File: src/pkg/vic_pkg.sv
/*
  constants, register map and carrier types of the vectored interrupt controller.
  assumes a 16-bit register port and a core that fetches vector words for this block.
*/
package vic_pkg;
  // ==========================================================================
  // sizes
  localparam int          NUM_TRAPS   = 8;
  localparam int          NUM_USER    = 32;
  localparam int          NUM_VEC     = NUM_TRAPS + NUM_USER;
  localparam int          TABLE_VECS  = 126;
  localparam int          STACK_DEPTH = 8;
  localparam int          ADDR_W      = 6;
  localparam int          DATA_W      = 16;
  localparam int          PC_W        = 24;
  // ==========================================================================
  // vector tables, program addresses step by two per entry
  localparam logic [23:0] PRIMARY_BASE = 24'h000004;
  localparam logic [23:0] ALT_BASE     = PRIMARY_BASE + 24'(2 * TABLE_VECS);
  localparam logic [23:0] RESET_PC     = 24'h000000;
  // ==========================================================================
  // register indexes
  localparam logic [5:0]  REG_CTRL1 = 6'h00;
  localparam logic [5:0]  REG_CTRL2 = 6'h01;
  localparam logic [5:0]  REG_FLAG1 = 6'h02;
  localparam logic [5:0]  REG_FLAG2 = 6'h03;
  localparam logic [5:0]  REG_EN1   = 6'h04;
  localparam logic [5:0]  REG_EN2   = 6'h05;
  localparam logic [5:0]  REG_PRIO0 = 6'h06;
  localparam logic [5:0]  REG_SRL   = 6'h0e;
  localparam logic [5:0]  REG_TDIS  = 6'h0f;
  localparam logic [5:0]  REG_STAT  = 6'h10;
  localparam int          NUM_PRIO_REGS = 8;
  // ==========================================================================
  // fields
  localparam int          NEST_DIS_BIT  = 15;
  localparam int          ALT_SEL_BIT   = 15;
  localparam int          SRL_PRIO_LSB  = 5;
  localparam logic [15:0] EN1_MASK      = 16'hffff;
  localparam logic [15:0] EN2_MASK      = 16'h4066;
  localparam logic [15:0] PRIO_MASK     = 16'h7777;
  localparam logic [15:0] PRIO_RESET    = 16'h4444;
  localparam logic [7:0]  SRL_PRIO_OR   = 8'he0;
  localparam logic [3:0]  TRAP_TOP_LVL  = 4'hf;
  localparam logic [3:0]  USER_TOP_LVL  = 4'h7;
  localparam logic [3:0]  TDIS_TOP_LVL  = 4'h6;

  typedef struct packed {
    logic       valid;
    logic [3:0] level;
    logic [5:0] vec;
  } vic_win_t;

  typedef struct packed {
    logic        valid;
    logic [23:0] addr;
  } vic_redirect_t;
endpackage : vic_pkg

File: src/rtl/vic_ctrl.sv
/*
  vectored priority interrupt controller: arbitration, vector fetch, entry/return stack.
  assumes the core supplies its pc, a return pulse and an instruction-retire pulse,
  and answers a vector fetch with the 24-bit word in the following cycle.
*/
`timescale 1ns/1ps
module vic_ctrl (
  input  wire logic                  mclk,
  input  wire logic                  rst_n,
  input  wire logic [5:0]            regAddr,
  input  wire logic [15:0]           regWdata,
  input  wire logic                  regWr,
  input  wire logic                  regRd,
  output logic [15:0]                regRdata,
  input  wire logic [31:0]           srcIrq,
  input  wire logic [7:0]            trapIrq,
  input  wire logic [23:0]           curPc,
  input  wire logic                  retPulse,
  input  wire logic                  instrRetire,
  output logic                       irqReq,
  output logic                       fetchRd,
  output logic [23:0]                fetchAddr,
  input  wire logic [23:0]           fetchData,
  output vic_pkg::vic_redirect_t     redirect,
  output logic [7:0]                 cpuSrl
);
  // ==========================================================================
  // state
  // fixed walk through the states keeps entry latency the same every time
  typedef enum logic [2:0] {
    ST_IDLE  = 3'b001,
    ST_FETCH = 3'b010,
    ST_LOAD  = 3'b100
  } vic_state_t;

  vic_state_t             state_r, state_nxt;
  logic [15:0]            ctrl1_r, ctrl2_r, flag1_r, flag2_r, en1_r, en2_r;
  logic [15:0]            prio_r [vic_pkg::NUM_PRIO_REGS];
  logic [7:0]             srl_r;
  logic [13:0]            tdisCnt_r;
  logic [3:0]             depth_r;
  logic [23:0]            stackPc [vic_pkg::STACK_DEPTH];
  logic [7:0]             stackSrl [vic_pkg::STACK_DEPTH];
  vic_pkg::vic_win_t      take_r;
  logic [23:0]            fetchAddr_r;
  vic_pkg::vic_redirect_t redirect_r;
  logic [15:0]            rdata_r;

  function automatic logic [2:0] userLevel(input logic [15:0] pr [vic_pkg::NUM_PRIO_REGS],
                                           input int k);
    logic [15:0] word;
    word = pr[k / 4];
    return word[(k % 4) * 4 +: 3];
  endfunction : userLevel

  // ==========================================================================
  // register decode
  wire        wrCtrl1 = regWr && regAddr == vic_pkg::REG_CTRL1;
  wire        wrCtrl2 = regWr && regAddr == vic_pkg::REG_CTRL2;
  wire        wrFlag1 = regWr && regAddr == vic_pkg::REG_FLAG1;
  wire        wrFlag2 = regWr && regAddr == vic_pkg::REG_FLAG2;
  wire        wrEn1   = regWr && regAddr == vic_pkg::REG_EN1;
  wire        wrEn2   = regWr && regAddr == vic_pkg::REG_EN2;
  wire        wrSrl   = regWr && regAddr == vic_pkg::REG_SRL;
  wire        wrTdis  = regWr && regAddr == vic_pkg::REG_TDIS;
  wire        prioHit = regAddr >= vic_pkg::REG_PRIO0 && regAddr < vic_pkg::REG_SRL;
  wire [2:0]  prioIdx = 3'(regAddr - vic_pkg::REG_PRIO0);

  wire [2:0]  cpuPrio = srl_r[vic_pkg::SRL_PRIO_LSB +: 3];
  wire        nestDis = ctrl1_r[vic_pkg::NEST_DIS_BIT];
  wire        altSel  = ctrl2_r[vic_pkg::ALT_SEL_BIT];
  wire [31:0] pendUser = {flag2_r & en2_r, flag1_r & en1_r};
  wire [7:0]  trapFlags = ctrl1_r[7:0];
  wire [23:0] tableBase = altSel ? vic_pkg::ALT_BASE : vic_pkg::PRIMARY_BASE;
  wire        idle    = state_r == ST_IDLE;
  wire        doRet   = idle && retPulse && depth_r != 4'h0;
  wire [3:0]  topIdx  = depth_r - 4'h1;
  wire [23:0] topPc   = stackPc[topIdx[2:0]];
  wire [7:0]  topSrl  = stackSrl[topIdx[2:0]];

  // ==========================================================================
  // arbitration: scanning downward with >= leaves the lowest vector on ties
  vic_pkg::vic_win_t win;
  always_comb begin
    logic [3:0] lvl;
    logic       ok;
    lvl = 4'h0;
    ok  = 1'b0;
    win = '0;
    for (int k = vic_pkg::NUM_USER - 1; k >= 0; k--) begin
      lvl = {1'b0, userLevel(prio_r, k)};
      ok  = pendUser[k] && lvl != 4'h0;
      if (tdisCnt_r != 14'h0 && lvl <= vic_pkg::TDIS_TOP_LVL) begin
        ok = 1'b0;
      end
      if (nestDis && depth_r != 4'h0) begin
        ok = 1'b0;
      end
      if (ok && lvl >= win.level) begin
        win.valid = 1'b1;
        win.level = lvl;
        win.vec   = 6'(vic_pkg::NUM_TRAPS + k);
      end
    end
    // traps scanned last: any trap overrides a user winner, trap 0 ends on top
    for (int t = vic_pkg::NUM_TRAPS - 1; t >= 0; t--) begin
      if (trapFlags[t]) begin
        win.valid = 1'b1;
        win.level = vic_pkg::TRAP_TOP_LVL - 4'(t);
        win.vec   = 6'(t);
      end
    end
  end

  // a user level never exceeds 7, so priority 7 masks every user source
  assign irqReq = win.valid && win.level > {1'b0, cpuPrio};

  // ==========================================================================
  // entry and return sequencer, fixed three-cycle entry and one-cycle return
  always_comb begin
    state_nxt = state_r;
    case (state_r)
      ST_IDLE: begin
        if (irqReq && !doRet) begin
          state_nxt = ST_FETCH;
        end
      end
      ST_FETCH: state_nxt = ST_LOAD;
      ST_LOAD:  state_nxt = ST_IDLE;
      default:  state_nxt = ST_IDLE;
    endcase
  end

  // a return beats a fresh take so the restored priority is judged first
  wire        startEntry = idle && irqReq && !doRet;
  wire        pushNow    = state_r == ST_LOAD;
  wire [23:0] vecAddr    = tableBase + {17'h0, win.vec, 1'b0};

  assign fetchRd   = state_r == ST_FETCH;
  assign fetchAddr = fetchAddr_r;
  assign redirect  = redirect_r;
  assign cpuSrl    = srl_r;
  assign regRdata  = rdata_r;

  vic_pkg::vic_redirect_t redirect_nxt;
  assign redirect_nxt.valid = pushNow || doRet;
  assign redirect_nxt.addr  = pushNow ? fetchData : (doRet ? topPc : 24'h0);

  wire [7:0] srlEntry = (srl_r & ~vic_pkg::SRL_PRIO_OR) |
                        {(take_r.level > vic_pkg::USER_TOP_LVL) ? 3'h7 : take_r.level[2:0],
                         5'h00};
  wire [7:0] srl_nxt  = pushNow ? srlEntry :
                        doRet   ? topSrl   :
                        wrSrl   ? regWdata[7:0] : srl_r;

  // ==========================================================================
  // flags: hardware set wins over a software clear in the same cycle
  wire [15:0] flag1_nxt = (wrFlag1 ? regWdata : flag1_r) | srcIrq[15:0];
  wire [15:0] flag2_nxt = ((wrFlag2 ? regWdata : flag2_r) | srcIrq[31:16]) & vic_pkg::EN2_MASK;
  wire [15:0] ctrl1_nxt = (wrCtrl1 ? regWdata : ctrl1_r) | {8'h00, trapIrq};
  // a fresh load wins over a retire in the same cycle
  wire [13:0] tdis_nxt  = wrTdis ? regWdata[13:0] :
                          (instrRetire && tdisCnt_r != 14'h0) ? tdisCnt_r - 14'h1 :
                          tdisCnt_r;

  always_ff @(posedge mclk or negedge rst_n) begin
    if (!rst_n) begin
      state_r     <= ST_IDLE;
      ctrl1_r     <= 16'h0000;
      ctrl2_r     <= 16'h0000;
      flag1_r     <= 16'h0000;
      flag2_r     <= 16'h0000;
      en1_r       <= 16'h0000;
      en2_r       <= 16'h0000;
      srl_r       <= 8'h00;
      tdisCnt_r   <= 14'h0000;
      depth_r     <= 4'h0;
      take_r      <= '0;
      fetchAddr_r <= vic_pkg::RESET_PC;
      redirect_r  <= '0;
    end else begin
      state_r     <= state_nxt;
      ctrl1_r     <= ctrl1_nxt;
      ctrl2_r     <= wrCtrl2 ? regWdata : ctrl2_r;
      flag1_r     <= flag1_nxt;
      flag2_r     <= flag2_nxt;
      en1_r       <= wrEn1 ? (regWdata & vic_pkg::EN1_MASK) : en1_r;
      en2_r       <= wrEn2 ? (regWdata & vic_pkg::EN2_MASK) : en2_r;
      srl_r       <= srl_nxt;
      tdisCnt_r   <= tdis_nxt;
      redirect_r  <= redirect_nxt;
      if (startEntry) begin
        take_r      <= win;
        fetchAddr_r <= vecAddr;
      end
      if (pushNow && depth_r != 4'(vic_pkg::STACK_DEPTH)) begin
        depth_r <= depth_r + 4'h1;
      end else if (doRet) begin
        depth_r <= depth_r - 4'h1;
      end
    end
  end

  // ==========================================================================
  // priority fields: reset level 4 on every source
  always_ff @(posedge mclk or negedge rst_n) begin
    if (!rst_n) begin
      for (int i = 0; i < vic_pkg::NUM_PRIO_REGS; i++) begin
        prio_r[i] <= vic_pkg::PRIO_RESET;
      end
    end else if (regWr && prioHit) begin
      prio_r[prioIdx] <= regWdata & vic_pkg::PRIO_MASK;
    end
  end

  // ==========================================================================
  // return stack; a push beyond the depth is dropped, so that return is lost
  always_ff @(posedge mclk) begin
    if (pushNow && depth_r != 4'(vic_pkg::STACK_DEPTH)) begin
      stackPc[depth_r[2:0]]  <= curPc;
      stackSrl[depth_r[2:0]] <= srl_r;
    end
  end

  // ==========================================================================
  // read port
  logic [15:0] rdMux;
  always_comb begin
    rdMux = 16'h0000;
    case (regAddr)
      vic_pkg::REG_CTRL1: rdMux = ctrl1_r;
      vic_pkg::REG_CTRL2: rdMux = ctrl2_r;
      vic_pkg::REG_FLAG1: rdMux = flag1_r;
      vic_pkg::REG_FLAG2: rdMux = flag2_r;
      vic_pkg::REG_EN1:   rdMux = en1_r;
      vic_pkg::REG_EN2:   rdMux = en2_r;
      vic_pkg::REG_SRL:   rdMux = {8'h00, srl_r};
      vic_pkg::REG_TDIS:  rdMux = {2'b00, tdisCnt_r};
      vic_pkg::REG_STAT:  rdMux = {irqReq, 1'b0, depth_r, take_r.vec, take_r.level};
      default: begin
        if (prioHit) begin
          rdMux = prio_r[prioIdx];
        end
      end
    endcase
  end

  always_ff @(posedge mclk or negedge rst_n) begin
    if (!rst_n) begin
      rdata_r <= 16'h0000;
    end else begin
      // zero outside the answer cycle so a stale word never looks like a read
      rdata_r <= regRd ? rdMux : 16'h0000;
    end
  end
endmodule : vic_ctrl

File: config.mk
export PLATFORM = sky130hd
export DESIGN_NAME = vic_ctrl
export DESIGN_NICKNAME = d
export VERILOG_FILES = /design/src/pkg/vic_pkg.sv /design/src/rtl/vic_ctrl.sv
export SDC_FILE = /design/constraint.sdc
export NUM_CORES = 1
export LEC_CHECK = 0
export BUFFER_PORTS_ARGS = -buffer_cell sky130_fd_sc_hd__buf_2
export CORE_ASPECT_RATIO = 0.5
export CORE_MARGIN = 2
export CORE_UTILIZATION = 48
export CTS_CLUSTER_SIZE = 30
export DETAILED_ROUTE_END_ITERATION = 6
export PLACE_DENSITY = 0.73
export SYNTH_ARGS = -nofsm -noshare
export SYNTH_HDL_FRONTEND = slang
export SYNTH_SLANG_ARGS = --single-unit
File: constraint.sdc
create_clock -name mclk -period 45.1 [get_ports mclk]
set_input_delay 6.765 -clock mclk [delete_from_list [all_inputs] [get_ports mclk]]
set_output_delay 6.765 -clock mclk [all_outputs]
set_load 0.02 [all_outputs]
==> flow_summary.ini <==
[routing]
avgRoutedWirePerCell_um = 23.11
drt-vias-per-instance = 6.006
wl_met2_mm = 31.43
wl_mm = 66.31
drc = 0
vias = 17230
highest_layer = met5
dr.pass1.iters = 6
ant_nets = 0
drt-met1-wl_mm = 27.79
wl_met3_mm = 4.258
drtIter0Drc = 1561

[clock_network]
cts_root_buffer = clkbuf_16
cts_tree = yes
post_cts_buffers = 0
cts_resized = 0
cts.sinks = 513
htreeDepth = 2
hold_buffers = 0
clock_latency_ns = 0.58
clk_pin_slew_ns = 0.07
clk_path_buf_depth = 3
cts_buffers = 47

[finish]
nets = 2298
post-route-util_pct = 54.66
syn_to_final_growth_pct = 12.19
fillers = 4279
drive_above_1_share_pct = 27.90
multi_input_area_um2 = 10550
seqCellArea_um2 = 14160

[timing]
worst_pin_slew_ns = 1.143
max_freq_mhz = 24.88
fin_skew_ns = 0.02542
report.final.slew_viol_count = 0
tns_ns = 0
relSlewSlack_pct = 23.57
fin_crit_sh_pct = 89.11
grt_setup_unrepaired = no
hold_violations = 0
min_period_ns = 40.19
setup_viol = 0

[global_route]
overflow = 0
grtUsageTotal_pct = 24.31
grt_pass1_wl_mm = 101.8
grt_pass1_vias = 16810
grt_max_degree = 114
antenna_found_initial = 4

[power]
p_total_mw = 1.372
powerDensity_nw_per_um2 = 48.15
irDropWorstVdd_mv = 0.03857
p_leak_nw = 11.45

[place]
hpwl_mm = 44.30
io_buffers = 163
routabilityCongestion = 0.9564

[setup_path]
worst-setup-path-type = reg -> out
reg2reg_to = take_r[7]
rr_worst_depth = 143
path_max_fanout = 25
rrSetupSlack_ns = 11.28
critPathMaxStageDelay_ns = 0.69
critPathSlowestCell = dfrtp_4
cpMostUsedCell = ha_1
r2r_start = depth_r[0]
critPathRequiredTime_ns = 38.33
cp-end-kind = output pin
crit_arrival_ns = 33.42
start_kind = register

[yosys]
ys_ff_latch = 513
yosys.cell_types.count = 94
synthTopCellsByArea = edfxtp_1 (30%), dfrtp_1 (22%), mux4_2 (8.2%)
syn_avg_cell_area_um2 = 12.78
syn_area_um2 = 25390
synth_top_area_cell = edfxtp_1
yosysWarnings = 0
syn-instance-count = 1987
synth_edf_count = 256
synth-seq-area-share_pct = 55.76
synthFlopType = edfxtp_1
synthArstFlopShare_pct = 50.10
yosysTopAreaCellShare_pct = 30.27

[die]
core-area_um2 = 52120
die_x_um = 329.3
initial_core_util_pct = 48.72
io_pins = 191
dieArea_um2 = 54870
fp.dieH_um = 166.6
rows = 59

[worst_hold_path]
min_from = ctrl1_r[9]
whs_path_depth = 2
worst_hold_path.endpoint = ctrl1_r[9]
worstHoldPathType = reg -> reg

[job]
drv_cap = 0

[outcome]
status = finished clean
-- synth_stat cells (all sizes together), types with 14 or more instances --
| library cell | count |
|---|---|
| nand2 | 237 |
| inv | 75 |
| nand3 | 37 |
| o21ai | 100 |
| nand3b | 28 |
| dfrtp | 224 |
| nor4 | 14 |
| a21oi | 91 |
| dfstp | 33 |
| and2 | 25 |
| nor2 | 82 |
| mux2 | 163 |
| edfxtp | 256 |
| clkbuf | 80 |
| a222oi | 14 |
| mux2i | 49 |
| mux4 | 93 |
| nor3 | 22 |
| buf | 35 |
| o21a | 18 |
| nand2b | 23 |
| a31oi | 27 |
| ha | 56 |
-- power breakdown --
group	internal (mW)	total, mW	switching, mW
logic	0.166	0.353	0.187
registers	0.547	0.610	0.0630
clock network	0.233	0.409	0.176
total	0.945	1.37	0.426
-- layout by cell type, fill, tap and decap left out, types with 33 or more instances in the layout --
cell type,synthesis,layout
o21ai_0,89,89
edfxtp_1,256,256
buf_2,4,162
nor2_1,82,81
clkbuf_16,0,48
nand3_1,36,35
mux2i_1,49,49
inv_1,72,72
nand2_1,236,236
dfstp_2,33,33
mux2_2,160,160
a21oi_1,89,89
ha_1,56,55
dfrtp_1,224,223
mux4_2,93,93
-- per-layer routing --
metal / vias up / GRT usage [%]
met2: 635 / 38.88
li1: 7741 / -
met3: 141 / 3.824
met5: - / 0
met4: 2 / 10.34
met1: 8713 / 33.20
-- critical path: cells and delay by family, from the launching register on --
kind | cells | cell delay [ns]
AOI/OAI and AO/OA | 57 | 12.33
DFF | 1 | 0.69
adders and majority gates | 23 | 6.43
muxes | 6 | 2.40
and+or+nand+nor | 51 | 10.23
buffers and inverters | 6 | 0.74
-- stage by stage --
step	hold WS (ns)	instance area (µm²)	instances	setup slack [ns]
after global routing	0.5117	28480	2867	2.446
after CTS	0.4794	28480	2866	5.279
after global placement	0.4603	26900	2778	6.523
after detailed placement	0.4625	26900	2778	6.077
after floorplan	0.4417	25450	2002	9.520
final	0.4821	28490	2869	4.911
-- sequential cells by signal, indices dropped and copies added, names as in the netlist, 10 cells and up --
signal     cells
take_r        10
redirect      25
prio_r        96
flag1_r       16
stackSrl      64
en1_r         16
stackPc      192
tdisCnt_r     14
ctrl1_r       16
ctrl2_r       16
regRdata      16
-- how the worst max path moves through the flow --
stage / from / end / slack [ns] / cells past startpoint
2_1_floorplan: depth_r[0] / irqReq / 9.52 / 149
5_1_grt: depth_r[0] / irqReq / 2.45 / 143
4_1_cts: depth_r[0] / irqReq / 5.28 / 143
3_5_place_dp: depth_r[0] / irqReq / 6.08 / 143
3_3_place_gp: depth_r[0] / irqReq / 6.52 / 143
6_report: depth_r[0] / irqReq / 4.91 / 143
-- final cells by class --
cell class / count / area share [%]
sequential: 513 / 49.72
multi-input combinational: 1299 / 37.02
clock buffer: 58 / 4.524
timing repair buffer: 190 / 3.610
tap: 701 / 3.079
clock inverter: 30 / 1.032
inverter: 75 / 0.9882
antenna: 3 / 0.02635
-- logic make-up (layout without fill, tap and decap cells) --
kind of cell             after synthesis  in the layout  share of synthesized area (%)
AO/OA/AOI/OAI                        373            373                          9.924
buffers and inverters                190            353                          3.262
adder cells (fa/ha/maj)               58             58                          2.838
XOR/XNOR                              18             18                         0.6208
other                                  1             19                        0.01477
multiplexers                         305            305                          17.41
flip-flops                           513            513                          55.76
AND/OR/NAND/NOR                      529            529                          10.17
(Power assumes the default switching activity.)
